**src/logic/ustx_pkg.sv**
```systemverilog
// Constants, field layout and state types of the serial engine.
// Assumes an APB slave with 32-bit data and byte addresses.
package ustx_pkg;
   // ***********************
   // Register map
   // ***********************
   localparam logic [7:0] ADDR_DATA = 8'h00;
   localparam logic [7:0] ADDR_MODE = 8'h04;
   localparam logic [7:0] ADDR_CMD = 8'h08;
   localparam logic [7:0] ADDR_STAT = 8'h0c;
   localparam logic [7:0] ADDR_SYNC = 8'h10;
   localparam int MODE_DIV = 0;
   localparam int MODE_LEN = 2;
   localparam int MODE_PAR_EN = 4;
   localparam int MODE_PAR_EVEN = 5;
   localparam int MODE_STOP = 6;
   localparam int MODE_SYNC = 8;
   localparam logic [8:0] MODE_RESET = 9'h04e;
   localparam int CMD_TRANSMIT_ENABLE_CONTROL = 0;
   localparam int CMD_RECEIVE_ENABLE_CONTROL = 1;
   localparam int CMD_BRK = 2;
   localparam int CMD_ECL = 3;
   localparam logic [2:0] CMD_RESET = 3'h0;
   localparam logic [7:0] SYNC_RESET = 8'h16;
   localparam logic [3:0] LNK_RESET = 4'hc;
   // ***********************
   // Clock factors and widths
   // ***********************
   localparam logic [1:0] DIV_X16 = 2'h2;
   localparam logic [1:0] DIV_X64 = 2'h3;
   localparam logic [6:0] RATE_X1 = 7'h01;
   localparam logic [6:0] RATE_X16 = 7'h10;
   localparam logic [6:0] RATE_X64 = 7'h40;
   localparam logic [3:0] MIN_BITS = 4'h5;
   localparam logic [3:0] MAX_BITS = 4'h8;
   localparam logic [3:0] RXSH_LEN = 4'h9;
   localparam logic [3:0] FRAME_EXTRA = 4'h2;
   localparam int CNT_W = 12;

   typedef enum logic [1:0] {TX_IDLE = 2'b00, TX_BITS = 2'b01, TX_STOP = 2'b10} ustx_txst_t;
   typedef enum logic [2:0] {RX_OFF = 3'b000, RX_IDLE = 3'b001, RX_HUNT = 3'b010,
                             RX_START = 3'b011, RX_BITS = 3'b100, RX_STOP = 3'b101} ustx_rxst_t;

   function automatic logic [6:0] ustx_div(input logic [1:0] f);
      ustx_div = (f == DIV_X64) ? RATE_X64 : (f == DIV_X16) ? RATE_X16 : RATE_X1;
   endfunction : ustx_div

   function automatic logic [7:0] ustx_mask(input logic [3:0] n);
      ustx_mask = 8'hff >> (MAX_BITS - n);
   endfunction : ustx_mask
endpackage : ustx_pkg

```
**src/logic/ustx_engine.sv**
```systemverilog
// Serial transmit and receive engine with APB register access.
// Assumes link clocks, serial input and clear-to-send are asynchronous pins.
//
// Implementation choices: the register offsets and register access over APB.
`timescale 1ns/1ps
// Notes on behaviour
// - Serial output stays high when nothing is being shifted and send-break is off.
// - Async: written character moves to shifter, framed by start and stop bits.
// - Parity bit sits after last character bit, before stop.
// - Async output changes on divided falling edge of transmit clock.
// - Send-break forces serial output low at all times.
// - Receiver idles high, starts qualifying on a falling edge.
// - x16/x64: resample at half bit; still low accepts start.
// - Bit counter sets sample points; x1 samples on receive clock rise.
// - x16/x64: each bit sampled at its centre in receive clocks.
// - Receive ready set on buffer load, cleared on CPU read.
// - After stop sample receiver waits for next start bit.
// - Low stop bit sets framing error; reception continues normally.
// - Parity mismatch sets parity error flag.
// - Unread character overwritten by new one sets overrun.
// - Error flags never stop or alter transfers.
// - Input low beyond two frames raises break indication.
// - Start detection waits for enable and more than one bit high.
// - Sync mode: output high until first character written.
// - Sync: one bit per transmit clock fall, only with clear-to-send low.
// - Sync characters have no start or stop, optional parity.
// - Sync underrun raises drained and fills with sync characters.
// - Write during fill clears drained, sent after current sync character.
// - Disabling transmit finishes written characters, then idles high.
// - Error-clear command resets framing, overrun and parity flags.
module ustx_engine
   import ustx_pkg::*;
(
   input wire logic sys_clk,
   input wire logic reset_n,
   input wire logic [7:0] paddr,
   input wire logic psel,
   input wire logic penable,
   input wire logic pwrite,
   input wire logic [31:0] pwdata,
   output logic [31:0] prdata,
   output logic pready,
   output logic pslverr,
   input wire logic serialInLine,
   input wire logic transmitBitClock,
   input wire logic receiveBitClock,
   input wire logic clearToSendN,
   output logic serialOutLine,
   output logic receiveCharReady,
   output logic transmitHoldingFree,
   output logic transmitterDrained,
   output logic syncOrBreakIndication
);
   // ***********************
   // Pin synchronisers
   // ***********************
   logic [3:0] lnkMeta_r, lnkSync_r;
   logic [1:0] lnkDly_r;
   always_ff @(posedge sys_clk) begin
      if (!reset_n) begin
         lnkMeta_r <= LNK_RESET;
         lnkSync_r <= LNK_RESET;
         lnkDly_r <= '0;
      end else begin
         lnkMeta_r <= {clearToSendN, serialInLine, receiveBitClock, transmitBitClock};
         lnkSync_r <= lnkMeta_r;
         lnkDly_r <= lnkSync_r[1:0];
      end
   end
   wire txFall = lnkDly_r[0] & ~lnkSync_r[0];
   wire rxTick = ~lnkDly_r[1] & lnkSync_r[1];
   wire rxIn = lnkSync_r[2];
   wire ctsLow = ~lnkSync_r[3];

   // ***********************
   // APB slave and registers
   // ***********************
   logic [8:0] modeR_r;
   logic [2:0] cmdR_r;
   logic [7:0] syncChar_r, txHold_r, serial_in_line_r;
   logic txHoldFull_r, rxReady_r, parErr_r, overrun_r, framing_r, brkInd_r;
   logic txEmpty, rxReady_nxt, brkInd_nxt;
   logic [31:0] rdMux;
   wire setupPh = psel & ~penable;
   wire accessPh = psel & penable & pready;
   wire mapped = (paddr == ADDR_DATA) || (paddr == ADDR_MODE) || (paddr == ADDR_CMD)
                 || (paddr == ADDR_STAT) || (paddr == ADDR_SYNC);
   wire dataWr = accessPh & pwrite & (paddr == ADDR_DATA);
   wire dataRd = accessPh & ~pwrite & (paddr == ADDR_DATA);
   wire eclWr = accessPh & pwrite & (paddr == ADDR_CMD) & pwdata[CMD_ECL];
   wire asyncMode = ~modeR_r[MODE_SYNC];
   wire parEn = modeR_r[MODE_PAR_EN];
   wire parEven = modeR_r[MODE_PAR_EVEN];
   wire cmdTxEn = cmdR_r[CMD_TRANSMIT_ENABLE_CONTROL];
   wire cmdRxEn = cmdR_r[CMD_RECEIVE_ENABLE_CONTROL];
   wire cmdBrk = cmdR_r[CMD_BRK];
   wire [6:0] divSel = ustx_div(modeR_r[MODE_DIV +: 2]);
   wire [3:0] nBits = MIN_BITS + {2'h0, modeR_r[MODE_LEN +: 2]};
   wire [7:0] chMask = ustx_mask(nBits);

   always_comb begin
      case (paddr)
         ADDR_DATA: rdMux = 32'(serial_in_line_r);
         ADDR_MODE: rdMux = 32'(modeR_r);
         ADDR_CMD: rdMux = 32'(cmdR_r);
         ADDR_STAT: rdMux = 32'({brkInd_r, framing_r, overrun_r, parErr_r, txEmpty, rxReady_r, ~txHoldFull_r});
         ADDR_SYNC: rdMux = 32'(syncChar_r);
         default: rdMux = '0;
      endcase
   end

   always_ff @(posedge sys_clk) begin
      if (!reset_n) begin
         pready <= 1'b0;
         pslverr <= 1'b0;
         prdata <= '0;
      end else begin
         pready <= setupPh;
         pslverr <= setupPh & ~mapped;
         if (setupPh) begin
            prdata <= pwrite ? '0 : rdMux;
         end
      end
   end

   always_ff @(posedge sys_clk) begin
      if (!reset_n) begin
         modeR_r <= MODE_RESET;
         cmdR_r <= CMD_RESET;
         syncChar_r <= SYNC_RESET;
      end else if (accessPh & pwrite) begin
         if (paddr == ADDR_MODE) begin
            modeR_r <= pwdata[8:0];
         end
         if (paddr == ADDR_CMD) begin
            cmdR_r <= {pwdata[CMD_BRK], pwdata[CMD_RECEIVE_ENABLE_CONTROL], pwdata[CMD_TRANSMIT_ENABLE_CONTROL]};
         end
         if (paddr == ADDR_SYNC) begin
            syncChar_r <= pwdata[7:0];
         end
      end
   end

   // ***********************
   // Transmitter
   // ***********************
   ustx_txst_t txState_r;
   logic [CNT_W-1:0] txCnt_r;
   logic [9:0] txShift_r;
   logic [3:0] txLeft_r;
   logic syncStarted_r, fillActive_r;
   wire txStep = txFall & (asyncMode | ctsLow);
   wire [CNT_W-1:0] txDiv = asyncMode ? CNT_W'(divSel) : CNT_W'(RATE_X1);
   wire [CNT_W-1:0] stopRaw = CNT_W'(({5'h00, divSel} * {9'h000, {1'b0, modeR_r[MODE_STOP +: 2]} + 3'h1}) >> 1);
   wire [CNT_W-1:0] stopLen = (stopRaw == '0) ? CNT_W'(RATE_X1) : stopRaw;
   wire [CNT_W-1:0] txBitLen = (txState_r == TX_STOP) ? stopLen : txDiv;
   wire txBitEnd = txStep && (txCnt_r == txBitLen - CNT_W'(1));
   wire charEnd = txBitEnd && ((txState_r == TX_STOP) || (txState_r == TX_BITS && txLeft_r == 4'h1 && !asyncMode));
   wire canLoad = (txState_r == TX_IDLE && txStep) || charEnd;
   wire loadHold = canLoad & txHoldFull_r;
   wire loadFill = canLoad & ~txHoldFull_r & ~asyncMode & syncStarted_r & cmdTxEn;
   wire [7:0] txChar = (loadHold ? txHold_r : syncChar_r) & chMask;
   wire txPar = parEn & (^txChar ^ ~parEven);
   wire [9:0] txBody = 10'(txChar) | (10'(txPar) << nBits);
   assign txEmpty = ~txHoldFull_r & (txState_r == TX_IDLE || fillActive_r);

   always_ff @(posedge sys_clk) begin
      if (!reset_n) begin
         txState_r <= TX_IDLE;
         txCnt_r <= '0;
         txShift_r <= '0;
         txLeft_r <= '0;
      end else begin
         case (txState_r)
            TX_IDLE: txCnt_r <= '0;
            TX_BITS: begin
               if (txBitEnd) begin
                  txCnt_r <= '0;
                  txShift_r <= txShift_r >> 1;
                  txLeft_r <= txLeft_r - 4'h1;
                  if (txLeft_r == 4'h1) begin
                     txState_r <= asyncMode ? TX_STOP : TX_IDLE;
                  end
               end else if (txStep) begin
                  txCnt_r <= txCnt_r + CNT_W'(1);
               end
            end
            TX_STOP: begin
               if (txBitEnd) begin
                  txCnt_r <= '0;
                  txState_r <= TX_IDLE;
               end else if (txStep) begin
                  txCnt_r <= txCnt_r + CNT_W'(1);
               end
            end
            default: txState_r <= TX_IDLE;
         endcase
         if (loadHold | loadFill) begin
            txState_r <= TX_BITS;
            txCnt_r <= '0;
            txShift_r <= asyncMode ? {txBody[8:0], 1'b0} : txBody;
            txLeft_r <= nBits + {3'h0, parEn} + {3'h0, asyncMode};
         end
      end
   end

   always_ff @(posedge sys_clk) begin
      if (!reset_n) begin
         txHoldFull_r <= 1'b0;
         txHold_r <= '0;
         syncStarted_r <= 1'b0;
         fillActive_r <= 1'b0;
         serialOutLine <= 1'b1;
         transmitHoldingFree <= 1'b0;
         transmitterDrained <= 1'b1;
      end else begin
         txHoldFull_r <= dataWr | (txHoldFull_r & ~loadHold);
         if (dataWr) begin
            txHold_r <= pwdata[7:0];
         end
         if (asyncMode || (!cmdTxEn && txState_r == TX_IDLE && !txHoldFull_r)) begin
            syncStarted_r <= 1'b0;
         end else if (loadHold) begin
            syncStarted_r <= 1'b1;
         end
         fillActive_r <= loadFill | (fillActive_r & ~loadHold);
         serialOutLine <= cmdBrk ? 1'b0 : (txState_r == TX_BITS) ? txShift_r[0] : 1'b1;
         transmitHoldingFree <= ~txHoldFull_r & ctsLow & cmdTxEn;
         transmitterDrained <= txEmpty;
      end
   end

   // ***********************
   // Receiver
   // ***********************
   ustx_rxst_t rxState_r;
   logic [CNT_W-1:0] rxCnt_r, brkCnt_r;
   logic [8:0] rxShift_r;
   logic [3:0] rxLeft_r;
   logic rxPrev_r;
   wire [CNT_W-1:0] rxDiv = CNT_W'(divSel);
   wire [CNT_W-1:0] rxWait = (rxState_r == RX_START) ? (rxDiv >> 1) : rxDiv;
   wire rxAt = rxTick && (rxCnt_r == rxWait - CNT_W'(1));
   wire [3:0] frameBits = nBits + {3'h0, parEn};
   wire [CNT_W-1:0] brkLimit = CNT_W'(({5'h00, divSel} * {8'h00, frameBits + FRAME_EXTRA}) << 1);
   wire brkHit = rxTick && !rxIn && cmdRxEn && (brkCnt_r == brkLimit);
   wire rxLoad = cmdRxEn && rxState_r == RX_STOP && rxAt;
   wire [8:0] rxAligned = rxShift_r >> (RXSH_LEN - frameBits);
   wire [7:0] rxChar = rxAligned[7:0] & chMask;
   wire peNow = parEn & (^rxChar ^ rxAligned[nBits] ^ ~parEven);

   always_ff @(posedge sys_clk) begin
      if (!reset_n) begin
         rxState_r <= RX_OFF;
         rxCnt_r <= '0;
         rxShift_r <= '0;
         rxLeft_r <= '0;
         rxPrev_r <= 1'b1;
      end else begin
         if (rxTick) begin
            rxPrev_r <= rxIn;
         end
         if (!cmdRxEn) begin
            rxState_r <= RX_OFF;
         end else if (brkHit) begin
            rxState_r <= RX_IDLE;
            rxCnt_r <= '0;
         end else begin
            case (rxState_r)
               RX_OFF: begin
                  rxState_r <= RX_IDLE;
                  rxCnt_r <= '0;
               end
               RX_IDLE: if (rxTick) begin
                  if (!rxIn) begin
                     rxCnt_r <= '0;
                  end else if (rxCnt_r == rxDiv) begin
                     rxState_r <= RX_HUNT;
                     rxCnt_r <= '0;
                  end else begin
                     rxCnt_r <= rxCnt_r + CNT_W'(1);
                  end
               end
               RX_HUNT: if (rxTick && rxPrev_r && !rxIn) begin
                  rxCnt_r <= '0;
                  rxLeft_r <= frameBits;
                  rxState_r <= (divSel == RATE_X1) ? RX_BITS : RX_START;
               end
               RX_START: begin
                  if (rxAt) begin
                     rxCnt_r <= '0;
                     rxState_r <= rxIn ? RX_HUNT : RX_BITS;
                  end else if (rxTick) begin
                     rxCnt_r <= rxCnt_r + CNT_W'(1);
                  end
               end
               RX_BITS: begin
                  if (rxAt) begin
                     rxCnt_r <= '0;
                     rxShift_r <= {rxIn, rxShift_r[8:1]};
                     rxLeft_r <= rxLeft_r - 4'h1;
                     if (rxLeft_r == 4'h1) begin
                        rxState_r <= RX_STOP;
                     end
                  end else if (rxTick) begin
                     rxCnt_r <= rxCnt_r + CNT_W'(1);
                  end
               end
               RX_STOP: begin
                  if (rxAt) begin
                     rxCnt_r <= '0;
                     rxState_r <= RX_HUNT;
                  end else if (rxTick) begin
                     rxCnt_r <= rxCnt_r + CNT_W'(1);
                  end
               end
               default: rxState_r <= RX_OFF;
            endcase
         end
      end
   end

   assign rxReady_nxt = rxLoad | (rxReady_r & ~dataRd);
   assign brkInd_nxt = brkHit | (brkInd_r & ~rxIn & cmdRxEn);

   always_ff @(posedge sys_clk) begin
      if (!reset_n) begin
         brkCnt_r <= '0;
         serial_in_line_r <= '0;
         rxReady_r <= 1'b0;
         parErr_r <= 1'b0;
         overrun_r <= 1'b0;
         framing_r <= 1'b0;
         brkInd_r <= 1'b0;
         receiveCharReady <= 1'b0;
         syncOrBreakIndication <= 1'b0;
      end else begin
         if (!cmdRxEn || rxIn) begin
            brkCnt_r <= '0;
         end else if (rxTick && brkCnt_r != brkLimit) begin
            brkCnt_r <= brkCnt_r + CNT_W'(1);
         end
         if (rxLoad) begin
            serial_in_line_r <= rxChar;
         end
         rxReady_r <= rxReady_nxt;
         receiveCharReady <= rxReady_nxt;
         overrun_r <= (rxLoad & rxReady_r & ~dataRd) | (overrun_r & ~eclWr);
         parErr_r <= (rxLoad & peNow) | (parErr_r & ~eclWr);
         framing_r <= (rxLoad & ~rxIn) | (framing_r & ~eclWr);
         brkInd_r <= brkInd_nxt;
         syncOrBreakIndication <= brkInd_nxt;
      end
   end
endmodule : ustx_engine

```
**config.mk**
```make
export PLATFORM = sky130hd
export DESIGN_NAME = ustx_engine
export DESIGN_NICKNAME = d
export VERILOG_FILES = /design/src/logic/ustx_pkg.sv /design/src/logic/ustx_engine.sv
export SDC_FILE = /design/constraint.sdc
export NUM_CORES = 1
export LEC_CHECK = 0
export ABC_AREA = 1
export BUFFER_PORTS_ARGS = -buffer_cell sky130_fd_sc_hd__buf_2
export CORE_UTILIZATION = 25
export DETAILED_ROUTE_END_ITERATION = 8
export GPL_TIMING_DRIVEN = 0
export PLACE_DENSITY = 0.42
export SYNTH_ARGS = -nofsm -noshare
export SYNTH_HDL_FRONTEND = slang
export SYNTH_SLANG_ARGS = --single-unit
export TNS_END_PERCENT = 1
```
**constraint.sdc**
```tcl
create_clock -name sys_clk -period 13.35 [get_ports sys_clk]
set_clock_uncertainty 0.1 [all_clocks]
set_input_delay 3.3375 -clock sys_clk [delete_from_list [all_inputs] [get_ports sys_clk]]
set_output_delay 3.3375 -clock sys_clk [all_outputs]
set_load 0.005 [all_outputs]
```
==> metrics <==
FF+latch count, synth 137; count leader, synth nand2_1; number of global-route vias before repair 7220; synth cell count leaders nand2_1, inv_1, dfxtp_1; largest net degree at the start of global routing 17; Fill cells 3560; Clock power frac 51.7%; wire per inst 14.4 um; Inserted Diodes 0; Syn Area/Cell about 6.8 sq um; CP bufs+invs 3; post-route insts no fill ~1700; gpl congestion 0.840; outcome finished clean; Yosys warnings 0; core area ~32000 sq um; NetSw around 0.22 mW; clock slew seen by the registers of the worst setup and hold paths 0.06 ns; CP max FO 10; GRT Total Usage between 10% and 20%; sequential share of power a little over two fifths; max-slew violation count 0; worst slew pin tran ~1.1 ns; routed vias 7759; RSZ-0062 raised after global routing false; DRC 0; Die Ht around 180 um; cell leakage power 4.03 nW; Mapped Cells ~1200; Crit Path Category flip-flop to flip-flop; crit path capture type flip-flop; number of flops mapped to enable cells by yosys 0; Die X 183 um; Int Pwr between 0.7 and 0.8 mW; die footprint about 33000 sq um; post_cts resized 0; cells taking the most area after synthesis dfxtp_1, nand2_1, inv_1, a21oi_1, o21ai_0; clk buf depth 2; Via density 4.46; Fmax achieved around 170 MHz; Main synth FF type dfxtp_1; Rows 65; final WL ~25000 um; DRT antenna net count 0; Overflow after GRT 0; H-Tree Depth 4; Max Cap Violations 0; global-route wire length before repair ~40000 um; CTS tree yes; Hold Slack 0.313 ns; total CTS buffers 17; Final period util between 40% and 50%; peak supply drop 0.0789 mV; setup tns final 0 ns; NumNets Final between 1000 and 1500; kind of cell adding the most delay to the critical path adder cells; Mapped Area between 8000 and 9000 sq um; final hold violation count 0; Worst Hold Class flip-flop to flip-flop; Clock Sink Count 137; Final setup viols 0; placed cell count 1709; Slowest-stage cell, CP nor3_1; cell area power density 99.5 nW/um^2; Setup crit start kind flip-flop; drt first-iter violations around 520; Post-DP Area 9030 sq um; initial antenna violation count 0; switching share of power about a quarter; Tmin final about 5.8 ns; post-route design area 9650 sq um; DR pass1 iterations 5; Synth area leader dfxtp_1; number of port buffers roughly 40; combinational share of power ~5.4%; Worst EP arrival around 6.1 ns; root buf cell clkbuf_16; clock latency on the worst-skew pair 0.43 ns; P&R area growth vs syn 17.8%; postcts setup bufs 0; CP max stage delay roughly 0.84 ns; most used cell, CP ha_1; Yosys top cell area share between 30% and 40%; sequential share of the synthesized area about a third; share of post-route cells with drive strength above 1 a little over a tenth; Initial Util 25.7%; Unique masters post-synth 51; Async SR Flop Fraction 0%; crit path cell chain inv_1, ha_1, fa_1, ha_1, xnor2_1, nor2_1, ha_1, ha_1, ha_1, or2_2, o2111ai_1, nor4_1, nand4_1, nor2_1, inv_1, nand2_1, nor3_1, clkbuf_1, o21ai_0, a21oi_1; hold buffers post-CTS 0; post-DP HPWL 19700 um; I/O pin count ~90; Slew HR 26.5%; Critical Path RT approximately 14 ns
-- path summary, 6_finish.rpt --
check	start	to	slack (ns)	depth (start not counted)
worst max-delay path	modeR_r[2]	rxShift_r[8]	7.56	20
worst min register to register	lnkMeta_r[1]	lnkSync_r[1]	0.31	2
worst min-delay path	lnkMeta_r[1]	lnkSync_r[1]	0.31	2
worst max register to register	modeR_r[2]	rxShift_r[8]	7.56	20
-- placed cells by master, fill, tap and decap left out, types with 5 or more instances in the layout --
cell type  Yosys  routed
o21ai_0       97      97
inv_1        161     161
clkbuf_16      0      17
nand3_2        6       6
conb_1         1      23
a21oi_1       97      97
dfxtp_1      137     137
nand4_1       16      16
ha_1          31      31
clkinv_1       7       7
inv_2          7       7
o221ai_1       6       6
a211oi_1       6       6
nand2_2        6       6
o22ai_1        5       5
nor3_1        26      26
nor4_1         6       5
nand3_1       59      59
buf_4         25      26
clkbuf_1      24      24
o2111ai_1      8       8
buf_2          2      43
nand2_1      242     242
nor2_1       123     123
or2_2          6       6
o211ai_1      10      10
xor2_1        34      34
xnor2_1       14      14
-- logic make-up (layout without fill, tap and decap cells) --
family | after synthesis | after routing | share of synthesized area, %
AOI/OAI and AO/OA | 255 | 255 | 17.7
xor gates and xnor gates | 48 | 48 | 5.13
buffers and inverters | 231 | 304 | 11.9
adders and majority gates | 32 | 32 | 4.98
and+or+nand+nor | 506 | 506 | 26.8
DFF | 137 | 137 | 33.5
other | 1 | 23 | 0.0458
-- metal layers --
layer	share of wire [%]	wire [um]	up-vias	global-route usage, %
li1	-	-	4096	-
met1	51	12900	3524	21.8
met2	45	11100	127	24.3
met3	3.2	793	12	2.38
met4	0.89	222	0	4.13
met5	0	0	-	0
-- area by class of cell --
cell class              instances  area (sq um)  area share [%]
plain buffers                  56           314            3.25
clock buffers                  20           467            4.84
clock inverters                10           144            1.49
inverters                     175           657            6.81
multi-input cells             864          4560            47.3
flip-flops and latches        137          2740            28.4
well taps                     435           544            5.64
repair buffers                 43           218            2.26
-- flip-flops by register name, summed over array words and instances (netlist names), 2 cells and up --
name and flops:
brkCnt_r 12, cmdR_r 3, lnkDly_r 2, lnkMeta_r 4, lnkSync_r 4, modeR_r 9, prdata 9, rxCnt_r 12
rxLeft_r 4, rxShift_r 9, rxState_r 3, serial_in_line_r 8, syncChar_r 8, txCnt_r 12, txHold_r 8, txLeft_r 4
txShift_r 10, txState_r 2
-- stage by stage --
stage                     setup slack (ns)  power (mW)  util [%]
after global routing                  6.89       0.999      30.3
final                                 7.56       0.960      30.3
after CTS                             7.43       0.975      30.3
after floorplan                       7.88       0.454         -
after detailed placement              6.98       0.474      28.3
after global placement                6.67       0.474      28.3
-- power groups by stage --
stage	Sequential [mW]	Clock [mW]	Combinational [mW]
finish	0.412	0.496	0.0515
global route	0.413	0.528	0.0584
CTS	0.412	0.510	0.0524
detailed placement	0.422	0	0.0522
global placement	0.422	0	0.0522
floorplan	0.421	0	0.0328
-- worst register-to-register path: cells and delay by family, from the launching register on --
kind                       cells  cell delay, ns
AOI/OAI and AO/OA              3            0.37
and+or+nand+nor                7            1.59
DFF                            1            0.48
adders and majority gates      6            1.93
buffers and inverters          3            0.85
xor gates and xnor gates       1            0.41
Note: power is estimated with default switching activity, not from simulation.
